`src/hdl/pis_consts.vh`:
```
// Purpose: constants shared by the peripheral interrupt source block
// Assumes: 12 MHz core clock domain, synchronous active-low reset
// Notes: bit positions of the global interrupt enable byte and widths
`ifndef PIS_CONSTS_VH
`define PIS_CONSTS_VH
`define PIS_GIE_HUB_BIT 3
`define PIS_GIE_PIN_BIT 5
`define PIS_GIE_SBUS_BIT 6
`define PIS_GIE_ADDR 8'h20
`define PIS_HUB_PORTS 4
`define PIS_SINK_PINS 8
`define PIS_GP_PORTS 4
`define PIS_GP_WIDTH 32
`define PIS_GP_PORT_PINS 8
`define PIS_SYNC_RESET 2'h0
// Serial-bus engine states
`define PIS_SB_IDLE 3'h0
`define PIS_SB_XFER 3'h1
`define PIS_SB_WAIT 3'h2
`define PIS_SB_ARBW 3'h3
`define PIS_SB_STOP 3'h4
// Serial-bus modes
`define PIS_MD_SLV_RX 2'h0
`define PIS_MD_SLV_TX 2'h1
`define PIS_MD_MST_TX 2'h2
`define PIS_MD_MST_RX 2'h3
`endif

```
`src/hdl/pis_edge_lock.v`:
```
// Purpose: synchronised edge trigger group with shared lockout
// Assumes: pins asynchronous to clk, one polarity bit per pin
// Notes: one shared event output, lowest hitting pin owns the lockout
`timescale 1ns/1ps
`include "pis_consts.vh"
module pis_edge_lock #(
    parameter WIDTH = 8
) (
    input wire clk,
    input wire reset_n,
    input wire [WIDTH-1:0] pinIn,
    input wire [WIDTH-1:0] risingSel,
    input wire [WIDTH-1:0] pinEnable,
    input wire blockAll,
    output reg trigEvent,
    output reg [WIDTH-1:0] pinLevel
);
    reg [WIDTH-1:0] syncA_q; // First stage, read only by second
    reg [WIDTH-1:0] syncB_q; // Stable level
    reg [WIDTH-1:0] prev_q; // Previous stable level
    reg lockValid_q; // A pin holds the lockout
    reg [WIDTH-1:0] lockPin_q; // One-hot owner of the lockout
    wire [WIDTH-1:0] active; // Pin sits at its trigger level
    wire [WIDTH-1:0] edgeHit; // Qualifying edge per pin
    wire [WIDTH-1:0] firstHit; // Lowest hit, only chosen to own lock
    wire lockRelease;

    genvar i;
    generate
        for (i = 0; i < WIDTH; i = i + 1) begin : gPin
            // Trigger level follows the pin's own polarity
            assign active[i] = risingSel[i] ? syncB_q[i] : ~syncB_q[i];
            assign edgeHit[i] = pinEnable[i] & active[i] & (syncB_q[i] ^ prev_q[i]);
        end
    endgenerate

    assign firstHit = edgeHit & (~edgeHit + {{(WIDTH-1){1'b0}}, 1'b1});
    // Lock ends when owner leaves trigger level or is disabled
    assign lockRelease = ~|(lockPin_q & active & pinEnable);

    // Synchroniser and edge history
    always @(posedge clk) begin
        if (!reset_n) begin
            // History starts at pin level, so release gives no false edge
            syncA_q <= pinIn;
            syncB_q <= pinIn;
            prev_q <= pinIn;
        end else begin
            syncA_q <= pinIn;
            syncB_q <= syncA_q;
            prev_q <= syncB_q;
        end
    end

    // Lockout and single shared event
    always @(posedge clk) begin
        if (!reset_n) begin
            lockValid_q <= 1'b0;
            lockPin_q <= {WIDTH{1'b0}};
            trigEvent <= 1'b0;
            pinLevel <= {WIDTH{1'b0}};
        end else begin
            pinLevel <= syncB_q;
            trigEvent <= 1'b0;
            if (lockValid_q && !lockRelease) begin
                lockValid_q <= 1'b1; // Other pins blocked meanwhile
            end else if (|edgeHit && !blockAll) begin
                lockValid_q <= 1'b1;
                lockPin_q <= firstHit;
                trigEvent <= 1'b1;
            end else begin
                lockValid_q <= 1'b0;
                lockPin_q <= {WIDTH{1'b0}};
            end
        end
    end
endmodule // pis_edge_lock

```
`src/hdl/pis_sbus_fsm.v`:
```
// Purpose: serial-bus interrupt sequencing for slave, master, arbitration
// Assumes: bus engine reports byte, start, stop and arbitration events
// Notes: raises one-cycle event once status bits are settled
`timescale 1ns/1ps
`include "pis_consts.vh"
module pis_sbus_fsm (
    input wire clk,
    input wire reset_n,
    input wire [1:0] mode,
    input wire byteDone,
    input wire startSeen,
    input wire stopSeen,
    input wire arbLost,
    input wire ackIn,
    input wire continueSet,
    input wire masterModeWrite,
    input wire masterModeIn,
    output reg sbEvent,
    output reg continueBusy,
    output reg masterModeBit,
    output reg arbitrationLostFlag,
    output reg addrMatchFlag,
    output reg rxStopFlag,
    output reg ackFlag,
    output reg issueStop
);
    reg [2:0] state_q;
    reg firstByte_q; // Next byte follows a start
    reg lastNak_q; // Previous slave-rx byte was not acknowledged

    // Bus engine sequencing; flags settle before event pulses
    always @(posedge clk) begin
        if (!reset_n) begin
            state_q <= `PIS_SB_IDLE;
            firstByte_q <= 1'b0;
            lastNak_q <= 1'b0;
            sbEvent <= 1'b0;
            continueBusy <= 1'b0;
            masterModeBit <= 1'b0;
            arbitrationLostFlag <= 1'b0;
            addrMatchFlag <= 1'b0;
            rxStopFlag <= 1'b0;
            ackFlag <= 1'b0;
            issueStop <= 1'b0;
        end else begin
            sbEvent <= 1'b0;
            issueStop <= 1'b0;
            if (masterModeWrite) begin
                masterModeBit <= masterModeIn;
            end
            if (startSeen) begin
                firstByte_q <= 1'b1;
            end
            case (state_q)
                `PIS_SB_IDLE, `PIS_SB_XFER: begin
                    if (continueSet) begin
                        continueBusy <= 1'b1; // Firmware starts transfer
                        state_q <= `PIS_SB_XFER;
                        // Master with mode cleared ends the transfer
                        if (mode[1] && masterModeWrite && !masterModeIn) begin
                            issueStop <= 1'b1;
                            continueBusy <= 1'b0;
                            state_q <= `PIS_SB_IDLE;
                        end
                    end else if (arbLost && mode[1]) begin
                        masterModeBit <= 1'b0;
                        arbitrationLostFlag <= 1'b1;
                        state_q <= `PIS_SB_ARBW;
                    end else if (byteDone) begin
                        continueBusy <= 1'b0;
                        state_q <= `PIS_SB_WAIT;
                        case (mode)
                            `PIS_MD_SLV_RX: begin
                                addrMatchFlag <= firstByte_q;
                                firstByte_q <= 1'b0;
                                lastNak_q <= ~ackIn;
                            end
                            `PIS_MD_SLV_TX: ackFlag <= ackIn;
                            default: ackFlag <= ackIn;
                        endcase
                    end else if (stopSeen && mode == `PIS_MD_SLV_RX && !lastNak_q) begin
                        rxStopFlag <= 1'b1;
                        state_q <= `PIS_SB_STOP;
                    end
                end
                `PIS_SB_WAIT, `PIS_SB_STOP: begin
                    sbEvent <= 1'b1; // one cycle after flags
                    state_q <= `PIS_SB_IDLE;
                end
                `PIS_SB_ARBW: begin
                    if (stopSeen) begin
                        sbEvent <= 1'b1;
                        state_q <= `PIS_SB_IDLE;
                    end
                end
                default: state_q <= `PIS_SB_IDLE;
            endcase
        end
    end
endmodule // pis_sbus_fsm

```
`src/hdl/pis_int_sources.v`:
```
// Purpose: peripheral interrupt requests for hub, sink pins, pins, serial bus
// Assumes: single 12 MHz clock, acknowledge pulses from the core
// Notes: each source has its own pending flop, gated by its enable except sink
`timescale 1ns/1ps
`include "pis_consts.vh"
module pis_int_sources (
    clk,
    reset_n,
    globalIntEnable,
    hubConnectChange,
    hubBabble,
    hubResume,
    hubPortEnable,
    hubPortForced,
    hubAck,
    sinkPins,
    sinkRising,
    sinkEnable,
    sinkAck,
    gpPins,
    gpPortRising,
    gpPinEnable,
    parallelHostPortEn,
    parallelHostEvent,
    pinAck,
    sbMode,
    sbByteDone,
    sbStartSeen,
    sbStopSeen,
    sbArbLost,
    sbAckIn,
    sbContinueSet,
    sbMasterModeWrite,
    sbMasterModeIn,
    sbAck,
    hubIrq,
    sinkIrq,
    pinIrq,
    sbIrq,
    sinkLevel,
    gpLevel,
    continueBusy,
    masterModeBit,
    arbitrationLostFlag,
    addrMatchFlag,
    rxStopFlag,
    ackFlag,
    sbIssueStop
);
    // Clock and synchronous reset
    input wire clk;
    input wire reset_n;
    // Global enables; three bits used here
    input wire [7:0] globalIntEnable; // Global enable byte

    // Hub repeater events, one bit per port
    input wire [`PIS_HUB_PORTS-1:0] hubConnectChange; // Repeater pulses
    input wire [`PIS_HUB_PORTS-1:0] hubBabble;
    input wire [`PIS_HUB_PORTS-1:0] hubResume;
    input wire [`PIS_HUB_PORTS-1:0] hubPortEnable;
    input wire [`PIS_HUB_PORTS-1:0] hubPortForced; // Firmware forces port
    input wire hubAck; // Core services hub vector

    // Current-sink pins, polarity per pin
    input wire [`PIS_SINK_PINS-1:0] sinkPins;
    input wire [`PIS_SINK_PINS-1:0] sinkRising;
    input wire [`PIS_SINK_PINS-1:0] sinkEnable;
    input wire sinkAck;

    // General-purpose pins, polarity per port
    input wire [`PIS_GP_WIDTH-1:0] gpPins;
    input wire [`PIS_GP_PORTS-1:0] gpPortRising; // One polarity per port
    input wire [`PIS_GP_WIDTH-1:0] gpPinEnable;

    // Parallel port takes the pin vector
    input wire parallelHostPortEn;
    input wire parallelHostEvent; // Parallel port event pulse
    input wire pinAck;

    // Serial-bus engine reports, firmware writes
    input wire [1:0] sbMode;
    input wire sbByteDone;
    input wire sbStartSeen;
    input wire sbStopSeen;
    input wire sbArbLost;
    input wire sbAckIn;
    input wire sbContinueSet;
    input wire sbMasterModeWrite;
    input wire sbMasterModeIn;
    input wire sbAck;

    // Requests: pending flop AND enable, sink flop alone
    output wire hubIrq;
    output wire sinkIrq;
    output wire pinIrq;
    output wire sbIrq;

    // Levels so firmware finds the causing pins
    output wire [`PIS_SINK_PINS-1:0] sinkLevel;
    output wire [`PIS_GP_WIDTH-1:0] gpLevel;

    // Serial-bus status, settled before request
    output wire continueBusy;
    output wire masterModeBit;
    output wire arbitrationLostFlag;
    output wire addrMatchFlag;
    output wire rxStopFlag;
    output wire ackFlag;
    output wire sbIssueStop;

    // Timing, in core clock edges:
    // Hub and parallel port events are
    // synchronous already. The pending flop
    // sets on the next edge, the request
    // follows at once.
    // A pin change passes two synchroniser
    // stages and one edge stage, so its
    // pending flop sets on the fourth edge.
    // A serial-bus byte moves the status
    // bits first. The event follows one edge
    // later and the pending flop one after
    // that, so the core never sees a request
    // while the bits are still moving.
    // Arbitration loss moves its bits at
    // once but holds the request back until
    // the bus shows a stop.
    //
    // Acknowledge clears only the pending
    // flop of the serviced source. Enables
    // are inputs and never written here, so
    // service cannot disturb any set-up.
    //
    // Limitation: a pin already at its
    // trigger level when enabled does not
    // request; only a fresh edge does.
    // Firmware should read the level output
    // after enabling to catch that case.
    //
    // Reset clears pending flops, lockouts
    // and the serial-bus sequencer. Pin
    // history loads from the pins during
    // reset, so a pin resting at its trigger
    // level is no edge at release.
    //
    // Trade-off: requests other than sink are
    // plain ANDs of flop and enable. Enabling a
    // masked source requests at once, at the
    // cost of a short path from the enable
    // register to the core.

    reg hubPend_q; // Pending flops, one per source
    reg sinkPend_q;
    reg pinPend_q;
    reg sbPend_q;
    wire hubEvent;
    wire sinkEvent;
    wire gpEvent;
    wire sbEvent;
    wire pinEvent;
    wire [`PIS_GP_WIDTH-1:0] gpRising; // Port polarity spread per pin

    // Group module wants one polarity per pin,
    // so each port bit is spread over its pins
    genvar p;
    generate
        for (p = 0; p < `PIS_GP_WIDTH; p = p + 1) begin : gPol
            assign gpRising[p] = gpPortRising[p / `PIS_GP_PORT_PINS];
        end
    endgenerate

    // Hub: connect changes only from unforced ports
    wire [`PIS_HUB_PORTS-1:0] hubConnQual; // Change on an unforced port
    wire [`PIS_HUB_PORTS-1:0] hubLineQual; // Babble or resume, enabled port
    genvar h;
    generate
        for (h = 0; h < `PIS_HUB_PORTS; h = h + 1) begin : gHub
            // Forced port: line state is firmware's own
            assign hubConnQual[h] = hubConnectChange[h] & ~hubPortForced[h];
            // Disabled port traffic is not reported
            assign hubLineQual[h] = (hubBabble[h] | hubResume[h]) & hubPortEnable[h];
        end
    endgenerate
    assign hubEvent = |hubConnQual | |hubLineQual;

    // Sink pins: no global gate bit exists,
    // so only the per-pin enables mute them.
    // Nothing else shares this vector.
    pis_edge_lock #(.WIDTH(`PIS_SINK_PINS)) uSink (
        .clk(clk),
        .reset_n(reset_n),
        .pinIn(sinkPins),
        .risingSel(sinkRising),
        .pinEnable(sinkEnable),
        .blockAll(1'b0),
        .trigEvent(sinkEvent),
        .pinLevel(sinkLevel)
    );

    // General-purpose pins: the lockout keeps
    // a second pin quiet until the first has
    // gone back or been disabled.
    // Parallel port blocks every GP pin while enabled
    pis_edge_lock #(.WIDTH(`PIS_GP_WIDTH)) uGpio (
        .clk(clk),
        .reset_n(reset_n),
        .pinIn(gpPins),
        .risingSel(gpRising),
        .pinEnable(gpPinEnable),
        .blockAll(parallelHostPortEn),
        .trigEvent(gpEvent),
        .pinLevel(gpLevel)
    );

    // Blocked pin edges are dropped, not kept,
    // so none fires late when the parallel
    // port is switched off again.
    // Shared pin vector owned by parallel port when enabled
    assign pinEvent = parallelHostPortEn ? parallelHostEvent : gpEvent;

    // Serial bus: firmware writes come in as
    // strobes. Mode upper bit marks master
    // modes, which alone react to lost
    // arbitration and a cleared mode bit.
    pis_sbus_fsm uSbus (
        .clk(clk),
        .reset_n(reset_n),
        .mode(sbMode),
        .byteDone(sbByteDone),
        .startSeen(sbStartSeen),
        .stopSeen(sbStopSeen),
        .arbLost(sbArbLost),
        .ackIn(sbAckIn),
        .continueSet(sbContinueSet), // one write per interrupt expected
        .masterModeWrite(sbMasterModeWrite),
        .masterModeIn(sbMasterModeIn),
        .sbEvent(sbEvent),
        .continueBusy(continueBusy),
        .masterModeBit(masterModeBit),
        .arbitrationLostFlag(arbitrationLostFlag),
        .addrMatchFlag(addrMatchFlag),
        .rxStopFlag(rxStopFlag),
        .ackFlag(ackFlag),
        .issueStop(sbIssueStop)
    );

    // Pending flops; a new event wins over acknowledge in same cycle
    // Losing an event is worse than one extra
    // service call; causes are read back.
    always @(posedge clk) begin
        if (!reset_n) begin
            hubPend_q <= 1'b0;
            sinkPend_q <= 1'b0;
            pinPend_q <= 1'b0;
            sbPend_q <= 1'b0;
        end else begin
            hubPend_q <= hubEvent | (hubPend_q & ~hubAck);
            sinkPend_q <= sinkEvent | (sinkPend_q & ~sinkAck);
            pinPend_q <= pinEvent | (pinPend_q & ~pinAck);
            sbPend_q <= sbEvent | (sbPend_q & ~sbAck);
        end
    end

    // Requests only while enabled; enables untouched by acknowledge
    // A flop keeps its state while masked, so
    // a source that fired meanwhile requests
    // as soon as its enable returns.
    assign hubIrq = hubPend_q & globalIntEnable[`PIS_GIE_HUB_BIT];
    assign pinIrq = pinPend_q & globalIntEnable[`PIS_GIE_PIN_BIT];
    assign sbIrq = sbPend_q & globalIntEnable[`PIS_GIE_SBUS_BIT];
    // Sink enable byte keeps its own gating; no global bit given
    assign sinkIrq = sinkPend_q;
endmodule // pis_int_sources

```
`config.mk`:
```
export PLATFORM = sky130hd
export DESIGN_NAME = pis_int_sources
export DESIGN_NICKNAME = d
export VERILOG_FILES = /design/src/hdl/pis_edge_lock.v /design/src/hdl/pis_sbus_fsm.v /design/src/hdl/pis_int_sources.v
export VERILOG_INCLUDE_DIRS = /design/src /design/src/hdl
export SDC_FILE = /design/constraint.sdc
export NUM_CORES = 1
export LEC_CHECK = 0
export ABC_CLOCK_PERIOD_IN_PS = 2200
export BUFFER_PORTS_ARGS = -buffer_cell sky130_fd_sc_hd__buf_2
export CORE_MARGIN = 5
export CORE_UTILIZATION = 49
export CTS_CLUSTER_DIAMETER = 120
export CTS_CLUSTER_SIZE = 24
export DETAILED_ROUTE_END_ITERATION = 10
export PLACE_DENSITY = 0.73
export SLEW_MARGIN = 40
export SYNTH_ARGS = -nofsm -noshare
export SYNTH_HDL_FRONTEND = slang
export SYNTH_SLANG_ARGS = --single-unit
export TNS_END_PERCENT = 50
```
`constraint.sdc`:
```
create_clock -name clk -period 2.2 [get_ports clk]
set_input_delay 0.22 -clock clk [delete_from_list [all_inputs] [get_ports clk]]
set_output_delay 0.22 -clock clk [all_outputs]
set_load 0.02 [all_outputs]
```
==> impl_metrics.json, run 1 <==
{
  "outcome": "complete, but fails checks",
  "violations": "setup timing",
  "power_frac_comb_pct": 14.6,
  "avgRoutedWirePerCell_um": 14.3,
  "synth_area_leaders": "dfxtp_1 53%, nand2_1 9.7%, nand2b_1 3.5%",
  "cpMaxStageDelayCell": "or4_4",
  "final_layout_size_suffix_gt1_share_pct": 24.9,
  "syn-num-nets": 1069,
  "grt_antenna_before_repair": 1,
  "ys_warn_count": 0,
  "vias_per_cell": 5.03,
  "wl_mm": 20.3,
  "maxCapViolations": 0,
  "antenna-diode-count": 0,
  "io_pins": 189,
  "grt_pass1_wl_mm": 33.2,
  "dieArea_um2": 19900,
  "die_x_um": 141,
  "synthTopCellsByCount": "221 x dfxtp_1, 218 x nand2_1, 65 x nor2_1, 47 x nand2b_1, 46 x and2_1",
  "layout_setup_ws_ps": -74.5,
  "peakVddDrop_uv": 631,
  "holdWs_ps": 19.8,
  "placed_cell_area_um2": 9940,
  "gr-total-overflow": 0,
  "slew_viol_final": 0,
  "ant_nets": 0,
  "cts_max_level": 1,
  "cp_slowest_stage_delay_ps": 580,
  "seq_area_frac_synth_pct": 52.6,
  "final_hold_viol_count": 0,
  "hold_class": "in -> reg",
  "detailed_place_hpwl_mm": 14.8,
  "max_slew_margin_pct": 48.3,
  "critPathArrivalTime_ps": 2690,
  "cts_buffers": 13,
  "worstSetupPathType": "reg -> reg",
  "drtIter0Drc": 343,
  "ys_ff_latch": 221,
  "floorplan.core_area_um2": 17100,
  "synth.most_common_cell": "dfxtp_1",
  "power_frac_clock_pct": 30.1,
  "insertion_delay_ps": 480,
  "wl_met2_mm": 9.70,
  "synth.avg_cell_area_um2": 9.04,
  "core.rowCount": 48,
  "area_growth_pct": 28.5,
  "clkTransAtPathRegs_ps": 100,
  "fp.dieH_um": 141,
  "path_max_fanout": 5,
  "fin_crit_ps": 2270,
  "leakagePower_nw": 4.96,
  "cp_cell_sequence": "and4b_1 > a31oi_2 > or2b_4 > or4_4 > nor3b_2 > buf_4 > nand3b_1 > a21oi_2",
  "syn_inst": 931,
  "dp.cells": 1362,
  "final_cells": 1423,
  "synth_area_leader_cell": "dfxtp_1",
  "p_sw_share_pct": 25.5,
  "stdcell_area_um2": 10800,
  "path_delay_family": "simple AND/OR/NAND/NOR gates",
  "wl_met1_mm": 9.07,
  "top_layer_used": "met5",
  "fmax_ghz": 0.440,
  "finalSetupViolCount": 6,
  "cts-root-buf": "clkbuf_16",
  "period_share_pct": 103,
  "grtUsageTotal_pct": 20.0,
  "critical_path_buf_inv_count": 1,
  "powerDensity_nw_per_um2": 734,
  "p_switching_mw": 2.02,
  "nFillCells": 1473,
  "nets": 1336,
  "dr_wl_met3_mm": 1.19,
  "p_int_mw": 5.92,
  "p_seq_share_pct": 55.3,
  "worstMarginPinSlew_ps": 768,
  "rsz0062_at_grt": "yes",
  "grt_max_degree": 51,
  "numPortBuffers": 183,
  "route.detailed.drc": 0,
  "synth_edf_count": 0,
  "synth.cell_area_um2": 8420,
  "start_util_pct": 49.4,
  "async_flop_share_pct": 0,
  "critPathRequiredTime_ps": 2610,
  "grt_pass1_vias": 6892,
  "skew_ps": 20.8,
  "ys_types": 51,
  "cts_tree": "done",
  "cts.sinks": 221,
  "cts_buffer_depth": 3,
  "dr.pass1.iters": 5,
  "place_congestion": 0.850,
  "worst_setup_path_start_kind": "flop",
  "vias": 7161,
  "synthFlopType": "dfxtp_1",
  "critPathCaptureType": "flop",
  "synth.top_cell.area_share_pct": 52.6
}
==> through the flow <==
step / setup slack [ps] / util [%] / TNS [ps] / power (mW)
final: -74.5 / 63.4 / -296 / 7.94
after global placement: -110 / 58.3 / -503 / 5.53
after CTS: -33.9 / 62.9 / -120 / 8.00
after global routing: -162 / 63.4 / -1160 / 8.32
after floorplan: 75.0 / - / 0 / 5.08
after detailed placement: -143 / 58.3 / -1090 / 5.56
==> layout by cell type, fill, tap and decap left out, types with 13 or more instances in the layout <==
cell type and instances:
a21oi_1 26, and2_1 46, buf_2 183, buf_4 56, clkbuf_16 13, dfxtp_1 214, dlygate4sd3_1 43, nand2_1 216
nand2b_1 47, nand3_1 19, nand3b_1 13, nand4b_1 28, nor2_1 65, o21ai_0 19, o22ai_1 18, o31ai_1 24
xor2_1 32
==> layer usage <==
| layer | vias to the layer above | GRT usage (%) |
|---|---|---|
| li1 | 3666 | - |
| met5 | - | 0 |
| met2 | 178 | 33.8 |
| met3 | 22 | 4.31 |
| met4 | 2 | 4.03 |
| met1 | 3293 | 26.5 |
==> area by class of cell <==
type | count | area [um^2] | area share, %
repair buffers | 287 | 1860 | 17.2
flip-flops and latches | 221 | 4430 | 41.0
well taps | 225 | 282 | 2.60
clock inverters | 2 | 28.8 | 0.266
clock buffers | 13 | 325 | 3.01
multi-input cells | 664 | 3850 | 35.6
inverters | 11 | 41.3 | 0.382
==> path summary, 6_finish.rpt <==
check                            start  slack, ps                          endpoint  cells after the start
max           uGpio.prev_q[11]$_DFF_P_        -70  uGpio.lockPin_q[24]$_SDFFE_PN0N_                      8
min                      sbContinueSet         20        uSbus.issueStop$_SDFF_PN0_                      3
max reg2reg   uGpio.prev_q[11]$_DFF_P_        -70  uGpio.lockPin_q[24]$_SDFFE_PN0N_                      8
min reg2reg  uGpio.syncA_q[23]$_DFF_P_        410         uGpio.syncB_q[23]$_DFF_P_                      2
==> worst min-delay path, cell delays in order <==
cell and delay [ps]:
buf_2 130, nand3_1 70, nor2_1 40
==> kinds of logic after synthesis <==
logic type                after synthesis  synth area share (%)
muxes                                  12                  1.43
DFF                                   221                  52.6
buffers and inverters                  46                  2.45
and+or+nand+nor                       497                  30.8
xor gates and xnor gates               40                  4.16
AOI/OAI and AO/OA                     115                  8.64
==> timing repair <==
action	4_1_cts	5_1_grt
resized for setup	3	22
hold buffers	43	0
setup buffers	1	1
gates cloned	0	1
setup endpoints to repair	7	20
pin swaps	9	16
hold endpoints to repair	120	0
==> power by group through the flow <==
stage	Combinational (mW)	Sequential (mW)	Clock, mW
finish	1.16	4.39	2.39
global route	1.28	4.42	2.62
CTS	1.15	4.39	2.46
detailed placement	1.07	4.48	0
global placement	1.06	4.47	0
floorplan	0.564	4.52	0
==> registers in the layout (all words and copies together), names as in the netlist, 3 cells and up <==
name	count
uGpio.lockPin_q	32
uGpio.pinLevel	32
uGpio.prev_q	32
uGpio.syncA_q	32
uGpio.syncB_q	32
uSbus.state_q	3
uSink.lockPin_q	8
uSink.pinLevel	8
uSink.prev_q	8
uSink.syncA_q	8
uSink.syncB_q	8
Power figures use the tool's default switching activity.
==> run 2: changes to the inputs <==
ABC_AREA = 1   (was not set)
CAP_MARGIN = 20   (was not set)
==> run 2 against run 1 <==
The flow now finishes without violations; core utilization is 2.7 points lower; global-route usage fell by 1.0 points; area after synthesis increased by 7.8%; worst setup slack better by 330 ps; first-iteration DRC count grew 40%; wire length up 2.4%; critical endpoint is now uGpio.lockPin_q[13]$_SDFFE_PN0N_.
==> impl_metrics.json, run 2 <==
{
  "nets": 1647,
  "seq_area_frac_synth_pct": 48.7,
  "placed_cell_area_um2": 10200,
  "synthFlopType": "dfxtp_1",
  "critPathArrivalTime_ps": 2320,
  "skew_ps": 21.6,
  "ant_nets": 0,
  "synth_top_family_by_area": "simple AND/OR/NAND/NOR gates",
  "ys_ff_latch": 221,
  "finish.utilization_pct": 60.7,
  "ys_types": 38,
  "post_cts_resized": 0,
  "synth_edf_count": 0,
  "slew_viol_final": 0,
  "synth.most_common_cell": "nand2_1",
  "holdWs_ps": 16.9,
  "wl_met1_mm": 9.69,
  "synthSimpleGateAreaFrac_pct": 36.0,
  "synthMuxAreaShare_pct": 0,
  "stdcell_area_um2": 11000,
  "worst_setup_path_start_kind": "flop",
  "grt_max_degree": 71,
  "worstMarginPinSlew_ps": 722,
  "p_sw_share_pct": 28.2,
  "final_hold_viol_count": 0,
  "leakagePower_nw": 6.16,
  "detailed_place_hpwl_mm": 15.2,
  "dp.cells": 1678,
  "cts_buffers": 13,
  "clkTransAtPathRegs_ps": 90,
  "floorplan.core_area_um2": 18100,
  "numPortBuffers": 183,
  "die_x_um": 146,
  "area_growth_pct": 20.9,
  "dr_wl_met3_um": 935,
  "p_switching_mw": 2.31,
  "fp.dieH_um": 146,
  "critPathCaptureType": "flop",
  "rsz0062_at_grt": "no",
  "place_congestion": 0.881,
  "wl_met2_mm": 9.63,
  "syn_inst": 1289,
  "path_max_fanout": 14,
  "cts_buffer_depth": 3,
  "dieArea_um2": 21300,
  "finalSetupViolCount": 0,
  "final_cells": 1742,
  "final_cell_mix": "502 x nand2_1, 221 x dfxtp_1, 182 x buf_2, 176 x inv_1, 130 x nor2_1",
  "synth_area_leaders": "dfxtp_1 49%, nand2_1 21%, inv_1 7.3%",
  "cts_tree": "done",
  "synth_xor_area_share_pct": 1.74,
  "hold_class": "in -> reg",
  "final_common_cell": "nand2_1",
  "critPathRequiredTime_ps": 2570,
  "async_flop_share_pct": 0,
  "p_seq_share_pct": 53.7,
  "dr.pass1.iters": 5,
  "power_frac_clock_pct": 29.7,
  "synth_area_leader_cell": "dfxtp_1",
  "max_slew_margin_pct": 51.8,
  "wl_mm": 20.8,
  "synth.cell_area_um2": 9080,
  "core.rowCount": 49,
  "vias_per_cell": 4.67,
  "synth.top_cell.area_share_pct": 48.7,
  "period_share_pct": 88.4,
  "io_pins": 189,
  "fin_setup_tns_ps": 0,
  "maxCapViolations": 0,
  "gr-total-overflow": 0,
  "power_frac_comb_pct": 16.6,
  "outcome": "complete, no violations",
  "p_int_mw": 5.88,
  "avgRoutedWirePerCell_um": 11.9,
  "cts_max_level": 1,
  "final_layout_size_suffix_gt1_share_pct": 16.4,
  "powerDensity_nw_per_um2": 746,
  "peakVddDrop_uv": 635,
  "worstSetupPathType": "reg -> reg",
  "start_util_pct": 50.2,
  "grt_pass1_vias": 7590,
  "vias": 8130,
  "route.detailed.drc": 0,
  "synth_compound_area_share_pct": 4.20,
  "synth.avg_cell_area_um2": 7.04,
  "fmax_ghz": 0.514,
  "fin_crit_ps": 1940,
  "grt_antenna_before_repair": 4,
  "insertion_delay_ps": 480,
  "cts-root-buf": "clkbuf_16",
  "syn-num-nets": 1427,
  "top_layer_used": "met4",
  "yosys.area_share.adder_pct": 0,
  "drtIter0Drc": 479,
  "grt_pass1_wl_mm": 34.9,
  "synthTopCellsByCount": "502 x nand2_1, 221 x dfxtp_1, 176 x inv_1, 130 x nor2_1, 52 x nand3_1",
  "cts.sinks": 221,
  "ys_warn_count": 0,
  "grtUsageTotal_pct": 19.0
}
==> run 2: area by class of cell <==
cell class | count | area [um^2]
antenna | 4 | 10.0
inverter | 180 | 678
timing repair buffer | 234 | 1410
tap | 229 | 287
clock inverter | 2 | 28.8
fill | 1654 | 7110
sequential | 221 | 4420
multi-input combinational | 859 | 3810
clock buffer | 13 | 325
==> run 2: final timing paths <==
path                                      end  cells after the start                      start  slack (ps)
max reg2reg  uGpio.lockPin_q[13]$_SDFFE_PN0N_                     13   uGpio.syncB_q[4]$_DFF_P_         260
max          uGpio.lockPin_q[13]$_SDFFE_PN0N_                     13   uGpio.syncB_q[4]$_DFF_P_         260
min                      pinPend_q$_SDFF_PN0_                      4                     pinAck          20
min reg2reg         uGpio.syncB_q[11]$_DFF_P_                      2  uGpio.syncA_q[11]$_DFF_P_         400
==> run 2: kinds of logic after synthesis <==
kind of cell           Yosys count
buffers and inverters          209
flip-flops                     221
XOR/XNOR                        18
AO/OA/AOI/OAI                   65
AND/OR/NAND/NOR                776
==> run 2: routing by layer <==
metal | global-route usage, % | up-vias
met2 | 32.1 | 159
met1 | 25.1 | 3586
li1 | - | 4353
met5 | 0 | -
met3 | 3.41 | 32
met4 | 5.27 | 0
==> run 2: critical path, cell delays in order (launching register included) <==
cell and delay (ps):
dfxtp_1 410, inv_1 80, nand2_1 60, nand2_1 60
nand3_2 90, nand2_1 120, nor2_4 170, nand2_2 90
nor2_4 180, nand2_4 150, nand2_2 210, nor2_1 80
nand2_1 70, nand2_1 50
==> run 2: repair_timing <==
action | in CTS | in global routing
hold endpoints to repair | 125 | 0
setup buffers | 0 | 0
hold buffers | 45 | 0
==> run 2: power groups by stage <==
stage	clock network (mW)	registers, mW	logic (mW)
6_report	2.43	4.40	1.36
5_1_grt	2.65	4.43	1.55
4_1_cts	2.50	4.40	1.36
3_5_place_dp	0	4.49	1.29
3_3_place_gp	0	4.48	1.27
2_1_floorplan	0	4.54	0.857
==> run 2: per-stage QoR <==
step / total power, mW / worst slack, ps
after detailed placement: 5.78 / 164
final: 8.19 / 256
after global routing: 8.63 / 37.6
after global placement: 5.75 / 193
after floorplan: 5.39 / 597
after CTS: 8.26 / 254
